`config.mk`:
```
export PLATFORM = sky130hd
export DESIGN_NAME = lsd_driver
export DESIGN_NICKNAME = d
export VERILOG_FILES = /design/src/hdl/lsd_pkg.sv /design/src/hdl/lsd_driver.sv
export SDC_FILE = /design/constraint.sdc
export NUM_CORES = 1
export LEC_CHECK = 0
export ABC_AREA = 1
export ABC_CLOCK_PERIOD_IN_PS = 4550
export BUFFER_PORTS_ARGS = -buffer_cell sky130_fd_sc_hd__buf_2
export CAP_MARGIN = 20
export CORE_MARGIN = 2
export CORE_UTILIZATION = 43
export CTS_BUF_LIST = sky130_fd_sc_hd__clkbuf_8
export DETAILED_ROUTE_END_ITERATION = 10
export GPL_TIMING_DRIVEN = 1
export SYNTH_ARGS = -nofsm -noshare
export SYNTH_HDL_FRONTEND = slang
export SYNTH_SLANG_ARGS = --single-unit
```
`constraint.sdc`:
```
create_clock -name MCLK_I -period 4.55 [get_ports MCLK_I]
set_input_delay 0.6825 -clock MCLK_I [delete_from_list [all_inputs] [get_ports MCLK_I]]
set_output_delay 0.6825 -clock MCLK_I [all_outputs]
set_load 0.03 [all_outputs]
```
`src/hdl/lsd_pkg.sv`:
```
/*
 * shared constants and types for the multiplexed lcd segment driver:
 * serial slave address, command byte layout, frame and blink dividers.
 * assumes a single system clock; the lcd oscillator arrives as a pin.
 */
package lsd_pkg;

    // display geometry
    localparam int          SEG_N        = 32;    // segment outputs
    localparam int          BP_N         = 4;     // backplane outputs
    localparam int          FIFO_W       = 9;     // {first, byte}
    localparam int          FIFO_D       = 16;    // words in the byte queue

    // serial slave address, hardware subaddress tied to zero
    localparam logic [2:0]  SUBADDR      = 3'h0;
    localparam logic [7:0]  ADDR_WR      = {4'h7, SUBADDR, 1'b0};

    // command byte fields
    localparam int          CMD_CONT_BIT = 7;     // another command follows
    localparam int          CMD_OP_HI    = 6;     // opcode msb
    localparam int          CMD_OP_LO    = 5;     // opcode lsb
    localparam logic [1:0]  OP_POINTER   = 2'h0;  // bits 4:0 address
    localparam logic [1:0]  OP_MODE      = 2'h1;  // bit 3 enable, 1:0 mux
    localparam logic [1:0]  OP_BANK      = 2'h2;  // bit 1 in, bit 0 out
    localparam logic [1:0]  OP_BLINK     = 2'h3;  // bit 2 alt, 1:0 rate
    localparam int          MODE_EN_BIT  = 3;
    localparam int          BANK_IN_BIT  = 1;
    localparam int          BLINK_ALT_BIT = 2;

    // timing, in lcd oscillator periods
    localparam logic [4:0]  FRAME_DIV    = 5'h18; // 24 periods a frame
    localparam logic [4:0]  SLOT2        = 5'h0c; // phase length, 1:2
    localparam logic [4:0]  SLOT3        = 5'h08; // phase length, 1:3
    localparam logic [4:0]  SLOT4        = 5'h06; // phase length, 1:4
    localparam int          NOM_OSC_HZ   = 1536;  // nominal lcd oscillator
    localparam logic [10:0] BLINK_HALF1  = 11'h180; // half of 768
    localparam logic [10:0] BLINK_HALF2  = 11'h300; // half of 1536
    localparam logic [10:0] BLINK_HALF3  = 11'h600; // half of 3072

    // reset values
    localparam logic [4:0]  PTR_RST      = 5'h00;
    localparam logic        EN_RST       = 1'b0;

    // drive modes: one to four active backplanes
    typedef enum logic [1:0] {MUX_STATIC, MUX_2, MUX_3, MUX_4} lsd_mux_e;

    // serial receiver states
    typedef enum logic [2:0] {
        I_IDLE, I_ADDR, I_AACK, I_DATA, I_DACK
    } lsd_i2c_e;

endpackage

```
`src/hdl/lsd_driver.sv`:
```
/*
 * lcd segment driver: write-only serial slave, byte queue, 32 x 4 display
 * memory, display latch, frame and blink timing, segment and backplane
 * waveforms as logic levels. holds the queue module and the top module.
 * assumes scl, sda and the lcd oscillator are asynchronous pins and that
 * the sda wire is resolved outside from the output enable.
 */
// How it works
// - display memory is 32 words of 4 bits
// - word bit n drives segments during backplane n
// - frame equals lcd oscillator divided by 24
// - 32 segment outputs from phase and latch
// - latch holds memory copy during each frame
// - three-phase mode: backplane 3 copies backplane 1
// - two-phase mode: backplanes 0=2 and 1=3
// - static mode: all backplanes identical
// - data goes to auto-incrementing pointer location
// - static output bank shows bit 2
// - two-phase output bank shows bits 2, 3
// - input bank steers writes, independent of output
// - blink off or oscillator over 768/1536/3072
// - static/two-phase blink alternates between both banks
// - enable bit blanks display, host may toggle
// - nominal rates assume 1536 Hz oscillator
// - slave receiver only, subaddress fixed zero
// - recognises write address byte 0111 0000
// - read accesses are never acknowledged
// - one to four backplanes, 32 to 128 elements
`timescale 1ns/100ps

// synchronous fifo with valid and ready on both sides
module lsd_fifo #(
    parameter int W = 9,
    parameter int D = 16
) (
    // clock and reset
    input  wire logic         clk,
    input  wire logic         rst_n,
    input  wire logic         ce,
    // filling side
    input  wire logic         in_valid,
    output logic              in_ready,
    input  wire logic [W-1:0] in_data,
    // draining side
    output logic              out_valid,
    input  wire logic         out_ready,
    output logic [W-1:0]      out_data
);
    localparam int AW = $clog2(D);

    // whole queue state
    typedef struct packed {
        logic [D-1:0][W-1:0] mem;   // storage words
        logic [AW-1:0]       wp;    // write index
        logic [AW-1:0]       rp;    // read index
        logic [AW:0]         cnt;   // words held
    } lsd_fifo_s;

    lsd_fifo_s st;
    lsd_fifo_s next_st;

    logic push;
    logic pop;

    // honest full and empty
    assign in_ready  = (st.cnt != (AW+1)'(D));
    assign out_valid = (st.cnt != '0);
    assign out_data  = st.mem[st.rp];
    assign push      = in_valid && in_ready;
    assign pop       = out_valid && out_ready;

    // next queue state
    always_comb begin
        next_st = st;
        if (push) begin
            next_st.mem[st.wp] = in_data;
            next_st.wp         = AW'(st.wp + AW'(1));
        end
        if (pop) begin
            next_st.rp = AW'(st.rp + AW'(1));
        end
        next_st.cnt = (AW+1)'(st.cnt + (AW+1)'(push) - (AW+1)'(pop));
    end

    // register, frozen while ce is low
    always_ff @(posedge clk or negedge rst_n) begin
        if (!rst_n) begin
            st <= '0;
        end else if (ce) begin
            st <= next_st;
        end
    end
endmodule

module lsd_driver (
    // clock, reset, enable
    input  wire logic              MCLK_I,
    input  wire logic              NRST_I,
    input  wire logic              CE_I,
    // serial bus pins
    input  wire logic              SCL_I,
    input  wire logic              SDA_I,
    output logic                   SDA_O,
    output logic                   SDA_OE_N_O,
    // lcd oscillator pin
    input  wire logic              LCD_OSC_I,
    // lcd drive levels
    output logic [31:0]            SEG_O,
    output logic [3:0]             BP_O,
    // status
    output logic                   DISP_EN_O,
    output lsd_pkg::lsd_mux_e      DISP_MUX_O,
    output logic                   QUEUE_FULL_O
);
    import lsd_pkg::*;

    // whole block state
    typedef struct packed {
        logic                  scl_s1, scl_s2, scl_p;  // scl sync
        logic                  sda_s1, sda_s2, sda_p;  // sda sync
        logic                  osc_s1, osc_s2, osc_p;  // oscillator sync
        lsd_i2c_e              i2c;     // receiver state
        logic [3:0]            bitc;    // bits of current byte
        logic [7:0]            sh;      // receive shifter
        logic                  first;   // next byte opens a transfer
        logic                  drive;   // pulling sda low
        logic                  push;    // queue write pulse
        logic [8:0]            pdata;   // queue write word
        logic                  cmd;     // bytes are commands
        logic [7:0]            wbyte;   // data byte being unpacked
        logic [3:0]            wleft;   // words still to write
        logic [4:0]            ptr;     // data pointer
        logic                  en;      // display enable
        lsd_mux_e              mux;     // drive mode
        logic                  ibank;   // input bank
        logic                  obank;   // output bank
        logic [1:0]            bfreq;   // blink rate, 0 off
        logic                  balt;    // blink by bank swap
        logic [31:0][3:0]      ram;     // display memory
        logic [31:0][3:0]      latch;   // display latch
        logic [4:0]            fcnt;    // oscillator periods in frame
        logic                  pol;     // frame polarity
        logic [10:0]           bcnt;    // blink half-period count
        logic                  bph;     // blink phase
        logic [31:0]           seg;     // segment levels
        logic [3:0]            bp;      // backplane levels
    } lsd_s;

    lsd_s        st;
    lsd_s        next_st;

    // queue wiring
    logic        q_in_ready;
    logic        q_out_valid;
    logic        q_out_ready;
    logic [8:0]  q_out_data;

    // per-cycle helpers
    logic        scl_rise, scl_fall, sda_rise, sda_fall, osc_tick;
    logic [1:0]  phase;
    logic [1:0]  rd_bit;
    logic        alt_ok, swap, blank;
    logic [10:0] bhalf;
    logic        cm;
    logic [7:0]  qb;

    // byte queue between receiver and unpacker
    lsd_fifo #(.W(FIFO_W), .D(FIFO_D)) u_queue (
        .clk       (MCLK_I),
        .rst_n     (NRST_I),
        .ce        (CE_I),
        .in_valid  (st.push),
        .in_ready  (q_in_ready),
        .in_data   (st.pdata),
        .out_valid (q_out_valid),
        .out_ready (q_out_ready),
        .out_data  (q_out_data)
    );

    // unpacker stalls the queue while a byte is being spread out
    assign q_out_ready = (st.wleft == 4'h0);

    // edges from the second synchroniser stage only
    assign scl_rise = st.scl_s2 && !st.scl_p;
    assign scl_fall = !st.scl_s2 && st.scl_p;
    assign sda_rise = st.sda_s2 && !st.sda_p;
    assign sda_fall = !st.sda_s2 && st.sda_p;
    assign osc_tick = st.osc_s2 && !st.osc_p;

    // outputs
    assign SDA_O        = 1'b0;
    assign SDA_OE_N_O   = !st.drive;
    assign SEG_O        = st.seg;
    assign BP_O         = st.bp;
    assign DISP_EN_O    = st.en;
    assign DISP_MUX_O   = st.mux;
    assign QUEUE_FULL_O = !q_in_ready;

    // next state of the whole block
    always_comb begin
        next_st = st;
        cm      = 1'b0;
        qb      = q_out_data[7:0];
        phase   = 2'h0;
        rd_bit  = 2'h0;
        alt_ok  = 1'b0;
        swap    = 1'b0;
        blank   = 1'b0;
        bhalf   = BLINK_HALF1;

        // two-stage synchronisers and edge history
        next_st.scl_s1 = SCL_I;
        next_st.scl_s2 = st.scl_s1;
        next_st.scl_p  = st.scl_s2;
        next_st.sda_s1 = SDA_I;
        next_st.sda_s2 = st.sda_s1;
        next_st.sda_p  = st.sda_s2;
        next_st.osc_s1 = LCD_OSC_I;
        next_st.osc_s2 = st.osc_s1;
        next_st.osc_p  = st.osc_s2;
        next_st.push   = 1'b0;

        // serial slave receiver
        if (st.scl_s2 && sda_fall) begin
            // start or repeated start
            next_st.i2c   = I_ADDR;
            next_st.bitc  = 4'h0;
            next_st.first = 1'b1;
            next_st.drive = 1'b0;
        end else if (st.scl_s2 && sda_rise) begin
            // stop
            next_st.i2c   = I_IDLE;
            next_st.drive = 1'b0;
        end else begin
            unique case (st.i2c)
                I_IDLE: begin
                end
                I_ADDR, I_DATA: begin
                    if (scl_rise) begin
                        next_st.sh   = {st.sh[6:0], st.sda_s2};
                        next_st.bitc = 4'(st.bitc + 4'h1);
                    end else if (scl_fall && st.bitc == 4'h8) begin
                        next_st.bitc = 4'h0;
                        if (st.i2c == I_ADDR) begin
                            if (st.sh == ADDR_WR) begin
                                next_st.drive = 1'b1;
                                next_st.i2c   = I_AACK;
                            end else begin
                                next_st.i2c   = I_IDLE;
                            end
                        end else if (q_in_ready) begin
                            // queue the byte, acknowledge it
                            next_st.push  = 1'b1;
                            next_st.pdata = {st.first, st.sh};
                            next_st.first = 1'b0;
                            next_st.drive = 1'b1;
                            next_st.i2c   = I_DACK;
                        end else begin
                            // queue full: no acknowledge, drop transfer
                            next_st.i2c   = I_IDLE;
                        end
                    end
                end
                I_AACK, I_DACK: begin
                    // release after the acknowledge clock
                    if (scl_fall) begin
                        next_st.drive = 1'b0;
                        next_st.i2c   = I_DATA;
                    end
                end
            endcase
        end

        // unpacker: spread one data byte over memory words
        if (st.wleft != 4'h0) begin
            next_st.wleft = 4'(st.wleft - 4'h1);
            next_st.ptr   = 5'(st.ptr + 5'h1);
            unique case (st.mux)
                MUX_STATIC: begin
                    next_st.ram[st.ptr][{st.ibank, 1'b0}] = st.wbyte[7];
                    next_st.wbyte = {st.wbyte[6:0], 1'b0};
                end
                MUX_2: begin
                    next_st.ram[st.ptr][{st.ibank, 1'b1}] = st.wbyte[7];
                    next_st.ram[st.ptr][{st.ibank, 1'b0}] = st.wbyte[6];
                    next_st.wbyte = {st.wbyte[5:0], 2'h0};
                end
                MUX_3, MUX_4: begin
                    next_st.ram[st.ptr] = st.wbyte[7:4];
                    next_st.wbyte = {st.wbyte[3:0], 4'h0};
                end
            endcase
        end else if (q_out_valid) begin
            // first byte of a transfer is a command
            cm = q_out_data[8] || st.cmd;
            if (cm) begin
                next_st.cmd = qb[CMD_CONT_BIT];
                unique case (qb[CMD_OP_HI:CMD_OP_LO])
                    OP_POINTER: next_st.ptr = qb[4:0];
                    OP_MODE: begin
                        next_st.en  = qb[MODE_EN_BIT];
                        next_st.mux = lsd_mux_e'(qb[1:0]);
                    end
                    OP_BANK: begin
                        next_st.ibank = qb[BANK_IN_BIT];
                        next_st.obank = qb[0];
                    end
                    OP_BLINK: begin
                        next_st.balt  = qb[BLINK_ALT_BIT];
                        next_st.bfreq = qb[1:0];
                    end
                endcase
            end else begin
                next_st.wbyte = qb;
                unique case (st.mux)
                    MUX_STATIC: next_st.wleft = 4'h8;
                    MUX_2:      next_st.wleft = 4'h4;
                    MUX_3,
                    MUX_4:      next_st.wleft = 4'h2;
                endcase
            end
        end

        if (osc_tick) begin
            if (st.fcnt == FRAME_DIV - 5'h1) begin
                next_st.fcnt  = 5'h0;
                next_st.pol   = !st.pol;
                next_st.latch = st.ram;
            end else begin
                next_st.fcnt  = 5'(st.fcnt + 5'h1);
            end
        end

        // half periods for 2, 1, 0.5 Hz at nominal rate
        unique case (st.bfreq)
            2'h1:    bhalf = BLINK_HALF1;
            2'h2:    bhalf = BLINK_HALF2;
            default: bhalf = BLINK_HALF3;
        endcase
        if (st.bfreq == 2'h0) begin
            next_st.bcnt = 11'h0;
            next_st.bph  = 1'b0;
        end else if (osc_tick) begin
            if (st.bcnt >= bhalf - 11'h1) begin
                next_st.bcnt = 11'h0;
                next_st.bph  = !st.bph;
            end else begin
                next_st.bcnt = 11'(st.bcnt + 11'h1);
            end
        end

        // multiplex phase within the frame
        unique case (st.mux)
            MUX_STATIC: phase = 2'h0;
            MUX_2:      phase = (st.fcnt >= SLOT2) ? 2'h1 : 2'h0;
            MUX_3:      phase = (st.fcnt >= 5'(2 * SLOT3)) ? 2'h2 :
                                (st.fcnt >= SLOT3) ? 2'h1 : 2'h0;
            MUX_4:      phase = (st.fcnt >= 5'(3 * SLOT4)) ? 2'h3 :
                                (st.fcnt >= 5'(2 * SLOT4)) ? 2'h2 :
                                (st.fcnt >= SLOT4) ? 2'h1 : 2'h0;
        endcase

        // bank swap blinking in static and two-phase
        alt_ok = st.balt && (st.mux == MUX_STATIC || st.mux == MUX_2);
        swap   = alt_ok && st.bph;
        unique case (st.mux)
            MUX_STATIC: rd_bit = {st.obank ^ swap, 1'b0};
            MUX_2:      rd_bit = {st.obank ^ swap, phase[0]};
            MUX_3,
            MUX_4:      rd_bit = phase;
        endcase
        // whole display blank only when asked
        blank = !st.en || (st.bfreq != 2'h0 && !alt_ok && st.bph);

        // segment levels, on is opposite the active backplane
        for (int i = 0; i < SEG_N; i++) begin
            next_st.seg[i] = (!blank && st.latch[i][rd_bit]) ? st.pol
                                                              : !st.pol;
        end
        for (int k = 0; k < BP_N; k++) begin
            unique case (st.mux)
                MUX_STATIC: next_st.bp[k] = !st.pol;
                MUX_2:      next_st.bp[k] = (k[0] == phase[0]) ^ st.pol;
                MUX_3:      next_st.bp[k] = ((k == 3 ? 2'h1 : 2'(k))
                                             == phase) ^ st.pol;
                MUX_4:      next_st.bp[k] = (2'(k) == phase) ^ st.pol;
            endcase
        end
    end

    // memory lives in the registered state
    always_ff @(posedge MCLK_I or negedge NRST_I) begin
        if (!NRST_I) begin
            st       <= '0;
            st.scl_s1 <= 1'b1;
            st.scl_s2 <= 1'b1;
            st.scl_p  <= 1'b1;
            st.sda_s1 <= 1'b1;
            st.sda_s2 <= 1'b1;
            st.sda_p  <= 1'b1;
            st.ptr    <= PTR_RST;
            st.en     <= EN_RST;
            st.i2c    <= I_IDLE;
            st.mux    <= MUX_STATIC;
        end else if (CE_I) begin
            st <= next_st;
        end
    end

    // address acknowledge only for the write address
    property p_addr_ack;
        @(posedge MCLK_I) disable iff (!NRST_I)
        (st.i2c == I_AACK && $past(st.i2c) == I_ADDR) |-> st.sh == ADDR_WR;
    endproperty
    a_addr_ack: assert property (p_addr_ack)
        else $error("address acknowledged for a foreign byte");

    property p_no_read;
        @(posedge MCLK_I) disable iff (!NRST_I)
        (st.i2c == I_ADDR && st.bitc == 4'h8 && st.sh[0] && scl_fall
         && CE_I && !(st.scl_s2 && (sda_fall || sda_rise)))
        |=> st.i2c == I_IDLE && SDA_OE_N_O;
    endproperty
    a_no_read: assert property (p_no_read)
        else $error("read access was acknowledged");

    property p_static_bp;
        @(posedge MCLK_I) disable iff (!NRST_I)
        ($past(st.mux) == MUX_STATIC && st.mux == MUX_STATIC)
        |-> (BP_O == 4'h0 || BP_O == 4'hf);
    endproperty
    a_static_bp: assert property (p_static_bp)
        else $error("static backplanes differ");

    property p_two_bp;
        @(posedge MCLK_I) disable iff (!NRST_I)
        ($past(st.mux) == MUX_2) |-> (BP_O[0] == BP_O[2] &&
                                      BP_O[1] == BP_O[3] &&
                                      BP_O[0] != BP_O[1]);
    endproperty
    a_two_bp: assert property (p_two_bp)
        else $error("two-phase backplane pairs differ");

    property p_three_bp;
        @(posedge MCLK_I) disable iff (!NRST_I)
        ($past(st.mux) == MUX_3) |-> BP_O[3] == BP_O[1];
    endproperty
    a_three_bp: assert property (p_three_bp)
        else $error("backplane 3 differs from backplane 1");

    // polarity turns only at the 24th oscillator edge
    property p_frame;
        @(posedge MCLK_I) disable iff (!NRST_I)
        $changed(st.pol) |-> ($past(st.fcnt) == FRAME_DIV - 5'h1
                              && $past(osc_tick) && st.fcnt == 5'h0);
    endproperty
    a_frame: assert property (p_frame)
        else $error("frame polarity turned off the 24 count");

    // each word written advances the pointer by one
    property p_ptr_inc;
        @(posedge MCLK_I) disable iff (!NRST_I)
        (st.wleft != 4'h0 && CE_I) |=> st.ptr == 5'($past(st.ptr) + 5'h1);
    endproperty
    a_ptr_inc: assert property (p_ptr_inc)
        else $error("pointer failed to advance");

    // blink phase turns only after a full half period
    property p_blink;
        @(posedge MCLK_I) disable iff (!NRST_I)
        ($changed(st.bph) && st.bfreq != 2'h0)
        |-> $past(st.bcnt) >= $past(bhalf) - 11'h1;
    endproperty
    a_blink: assert property (p_blink)
        else $error("blink phase turned early");

    // disabled display shows no segment contrast
    property p_blank;
        @(posedge MCLK_I) disable iff (!NRST_I)
        ($past(CE_I) && $past(NRST_I) && !$past(st.en))
        |-> SEG_O == {32{!$past(st.pol)}};
    endproperty
    a_blank: assert property (p_blank)
        else $error("segments driven while display disabled");
endmodule

```
==> results.yml <==
synth:
  synth_area_per_cell_um2: 7.39
  synth_area_leaders: "dfrtp_1, nand2_1, o21ai_0"
  yosysWarnings: 0
  async_flop_share_pct: 100
  yosysTopAreaCell: "dfrtp_1"
  synth.distinct_cells: 53
  synth_top_area_share_pct: 44.5
  synth-edff-count: 0
  syn-num-nets: 4015
  synth_most_common_cell: "nand2_1"
  synth-seq-cells: 529
  ys.flop_type: "dfrtp_1"
  synthCells: 3980
  netlist_area_um2: 29400
  synthTopCellsByCount: "nand2_1, o21ai_0, dfrtp_1"
  ys_seq_area_share_pct: 45.0
global_route:
  grt_pass1_wl_um: 140000
  first_global_vias: 24687
  grt.overflow.total: 0
  grt_max_degree: 109
  antenna_found_initial: 1
  track_usage_pct: 24.8
setup_path:
  path_cells: "inv_1 -> ha_1 -> nand2_1 -> nor2_4 -> nand2_1 -> inv_1 -> ha_1 -> inv_1 -> ha_1 -> inv_1 -> fa_1 -> or2_2 -> a21oi_1 -> nor2_1 -> nand2_1 -> nand2_1 -> nor2_1 -> xor2_1"
  crit_path_end_kind: "flip-flop"
  crit_arrival_ps: 3960
  worstSetupPathType: "reg2reg"
  slowest_stage: "fa_1"
  cp.required_ps: 5160
  max_stage_delay_ps: 370
  startpoint_type: "flip-flop"
  crit_fanout: 12
floorplanning:
  std_cell_rows: 95
  die_h_um: 266
  core_area_um2: 67500
  io_pins: 48
  die_w_um: 266
  start_util_pct: 43.6
  die_area_um2: 70600
timing:
  finalHoldViolCount: 0
  skew_ps: 57.2
  setup-tns-final_ps: 0
  slew_violations: 0
  slew_headroom_pct: 34.3
  setup_viol: 0
  fmax_ghz: 0.299
  tightest_slew_ps: 986
  rsz0062_at_grt: "false"
  timing.final.crit_share_pct: 73.6
  period_needed_ps: 3350
  worst_slack_ps: 1200
job:
  max_cap_viol_count: 0
routing:
  wl_met1_um: 40000
  ant_nets: 0
  drt_first_iter_violations: 2312
  wl_per_cell_um: 17.9
  dr_total_vias: 26397
  routed.top_layer: "met4"
  wirelength_um: 87000
  viasPerCell: 5.44
  wl_met3_um: 5260
  drc: 0
  firstDrtPassIters: 6
  route.met2.wl_um: 38900
status:
  status: "completed"
finish:
  drive_above_1_share_pct: 8.23
  syn_to_final_growth_pct: 8.50
  post_layout_nonfiller_instances: 4849
  nNetsFinal: 3938
clock_network:
  postCtsSetupRepairBufs: 0
  clock_sinks: 529
  clk_latency_ps: 730
  cts_resized: 0
  clockBufferDepth: 3
  cts_buffers: 97
  htree_levels: 3
  cts_tree: "built"
  root_buffer: "clkbuf_8"
  clkTransAtPathRegs_ps: 60
  postCtsHoldBufs: 0
place:
  gp_congestion: 0.831
  pre_cts_ws_ps: 1230
  detailed_place_hpwl_um: 53300
  numPortBuffers: 46
  place_inst: 4677
power:
  ir_drop_uv: 444
  leakage_nw: 15.0
  power_density_nw_per_um2: 678
hold_path:
  min_path_type: "in2async"
==> path summary, 6_finish.rpt <==
kind                          from             end  slack (ps)  cells past startpoint
setup / recovery           st[323]   u_queue.st[4]        1200                     18
hold / removal              NRST_I  u_queue.st[32]          20                      1
setup reg to reg           st[323]   u_queue.st[4]        1200                     18
hold reg to reg            st[269]         st[141]         460                      2
max in group asynchronous   NRST_I    next_st[369]        3480                      2
min in group MCLK_I          SCL_I    next_st[370]         230                      3
==> critical path, delay by kind of cell, from the launching register on <==
kind | cells | cell delay (ps)
simple gates | 8 | 1080
fa+ha+maj | 4 | 1000
buf+inv | 4 | 520
flops | 1 | 350
xor+xnor | 1 | 160
compound gates | 1 | 140
==> where the power goes <==
part           switching [W]  internal (W)
Sequential          0.000755       0.00599
Combinational        0.00737       0.00284
Clock                0.00213       0.00256
==> final cells by class <==
type                            instances  area [um^2]
Antenna cell                            1         2.50
Clock buffer                          120         1650
Clock inverter                         51          344
Fill cell                            6766        35600
Inverter                              457         1720
Multi-Input combinational cell       2708        13000
Sequential cell                       529        13300
Tap cell                              873         1090
Timing Repair Buffer                  110          858
==> state kept, by name (all words and copies together) (netlist names) <==
register    flops
st            327
u_queue.st    157
SEG_O          32
next_st         6
BP_O            4
DISP_MUX_O      2
DISP_EN_O       1
==> stage by stage <==
stage	instance area, um^2	total power (W)	hold slack, ps	utilization [%]
2_1_floorplan	29400	0.0140	387	-
3_3_place_gp	29900	0.0168	453	44.3
3_5_place_dp	29900	0.0169	460	44.3
4_1_cts	31900	0.0216	33.1	47.3
5_1_grt	31900	0.0232	79.0	47.3
6_report	31900	0.0217	22.5	47.3
==> layer usage <==
metal,vias up,GRT usage [%]
met5,-,0
met4,0,9.25
met3,208,3.31
met2,886,39.6
met1,12388,34.6
li1,12915,-
==> cells in the final DEF, fill, tap and decap left out, drive strengths merged, types with 11 or more instances in the layout <==
cell / instances
buf: 110
a41oi: 17
a21oi: 172
o21ai: 628
nand2: 964
o211ai: 48
clkbuf: 120
clkinv: 17
ha: 28
a31oi: 30
nor2: 293
o32ai: 17
dfrtp: 523
nor3: 52
o22ai: 15
nand3: 342
inv: 487
o221ai: 14
o31ai: 11
xor2: 12
==> cells by family (layout without fill, tap and decap cells) <==
kind of cell	count (synthesis)	count (layout)	share of synthesized area, %
other cells	1	2	0.0127
flops	529	529	45.0
buf+inv	743	738	10.9
fa+ha+maj	29	29	1.26
xor+xnor	12	12	0.357
simple gates	1671	1671	23.7
compound gates	995	995	18.8
(Power assumes the default switching activity.)
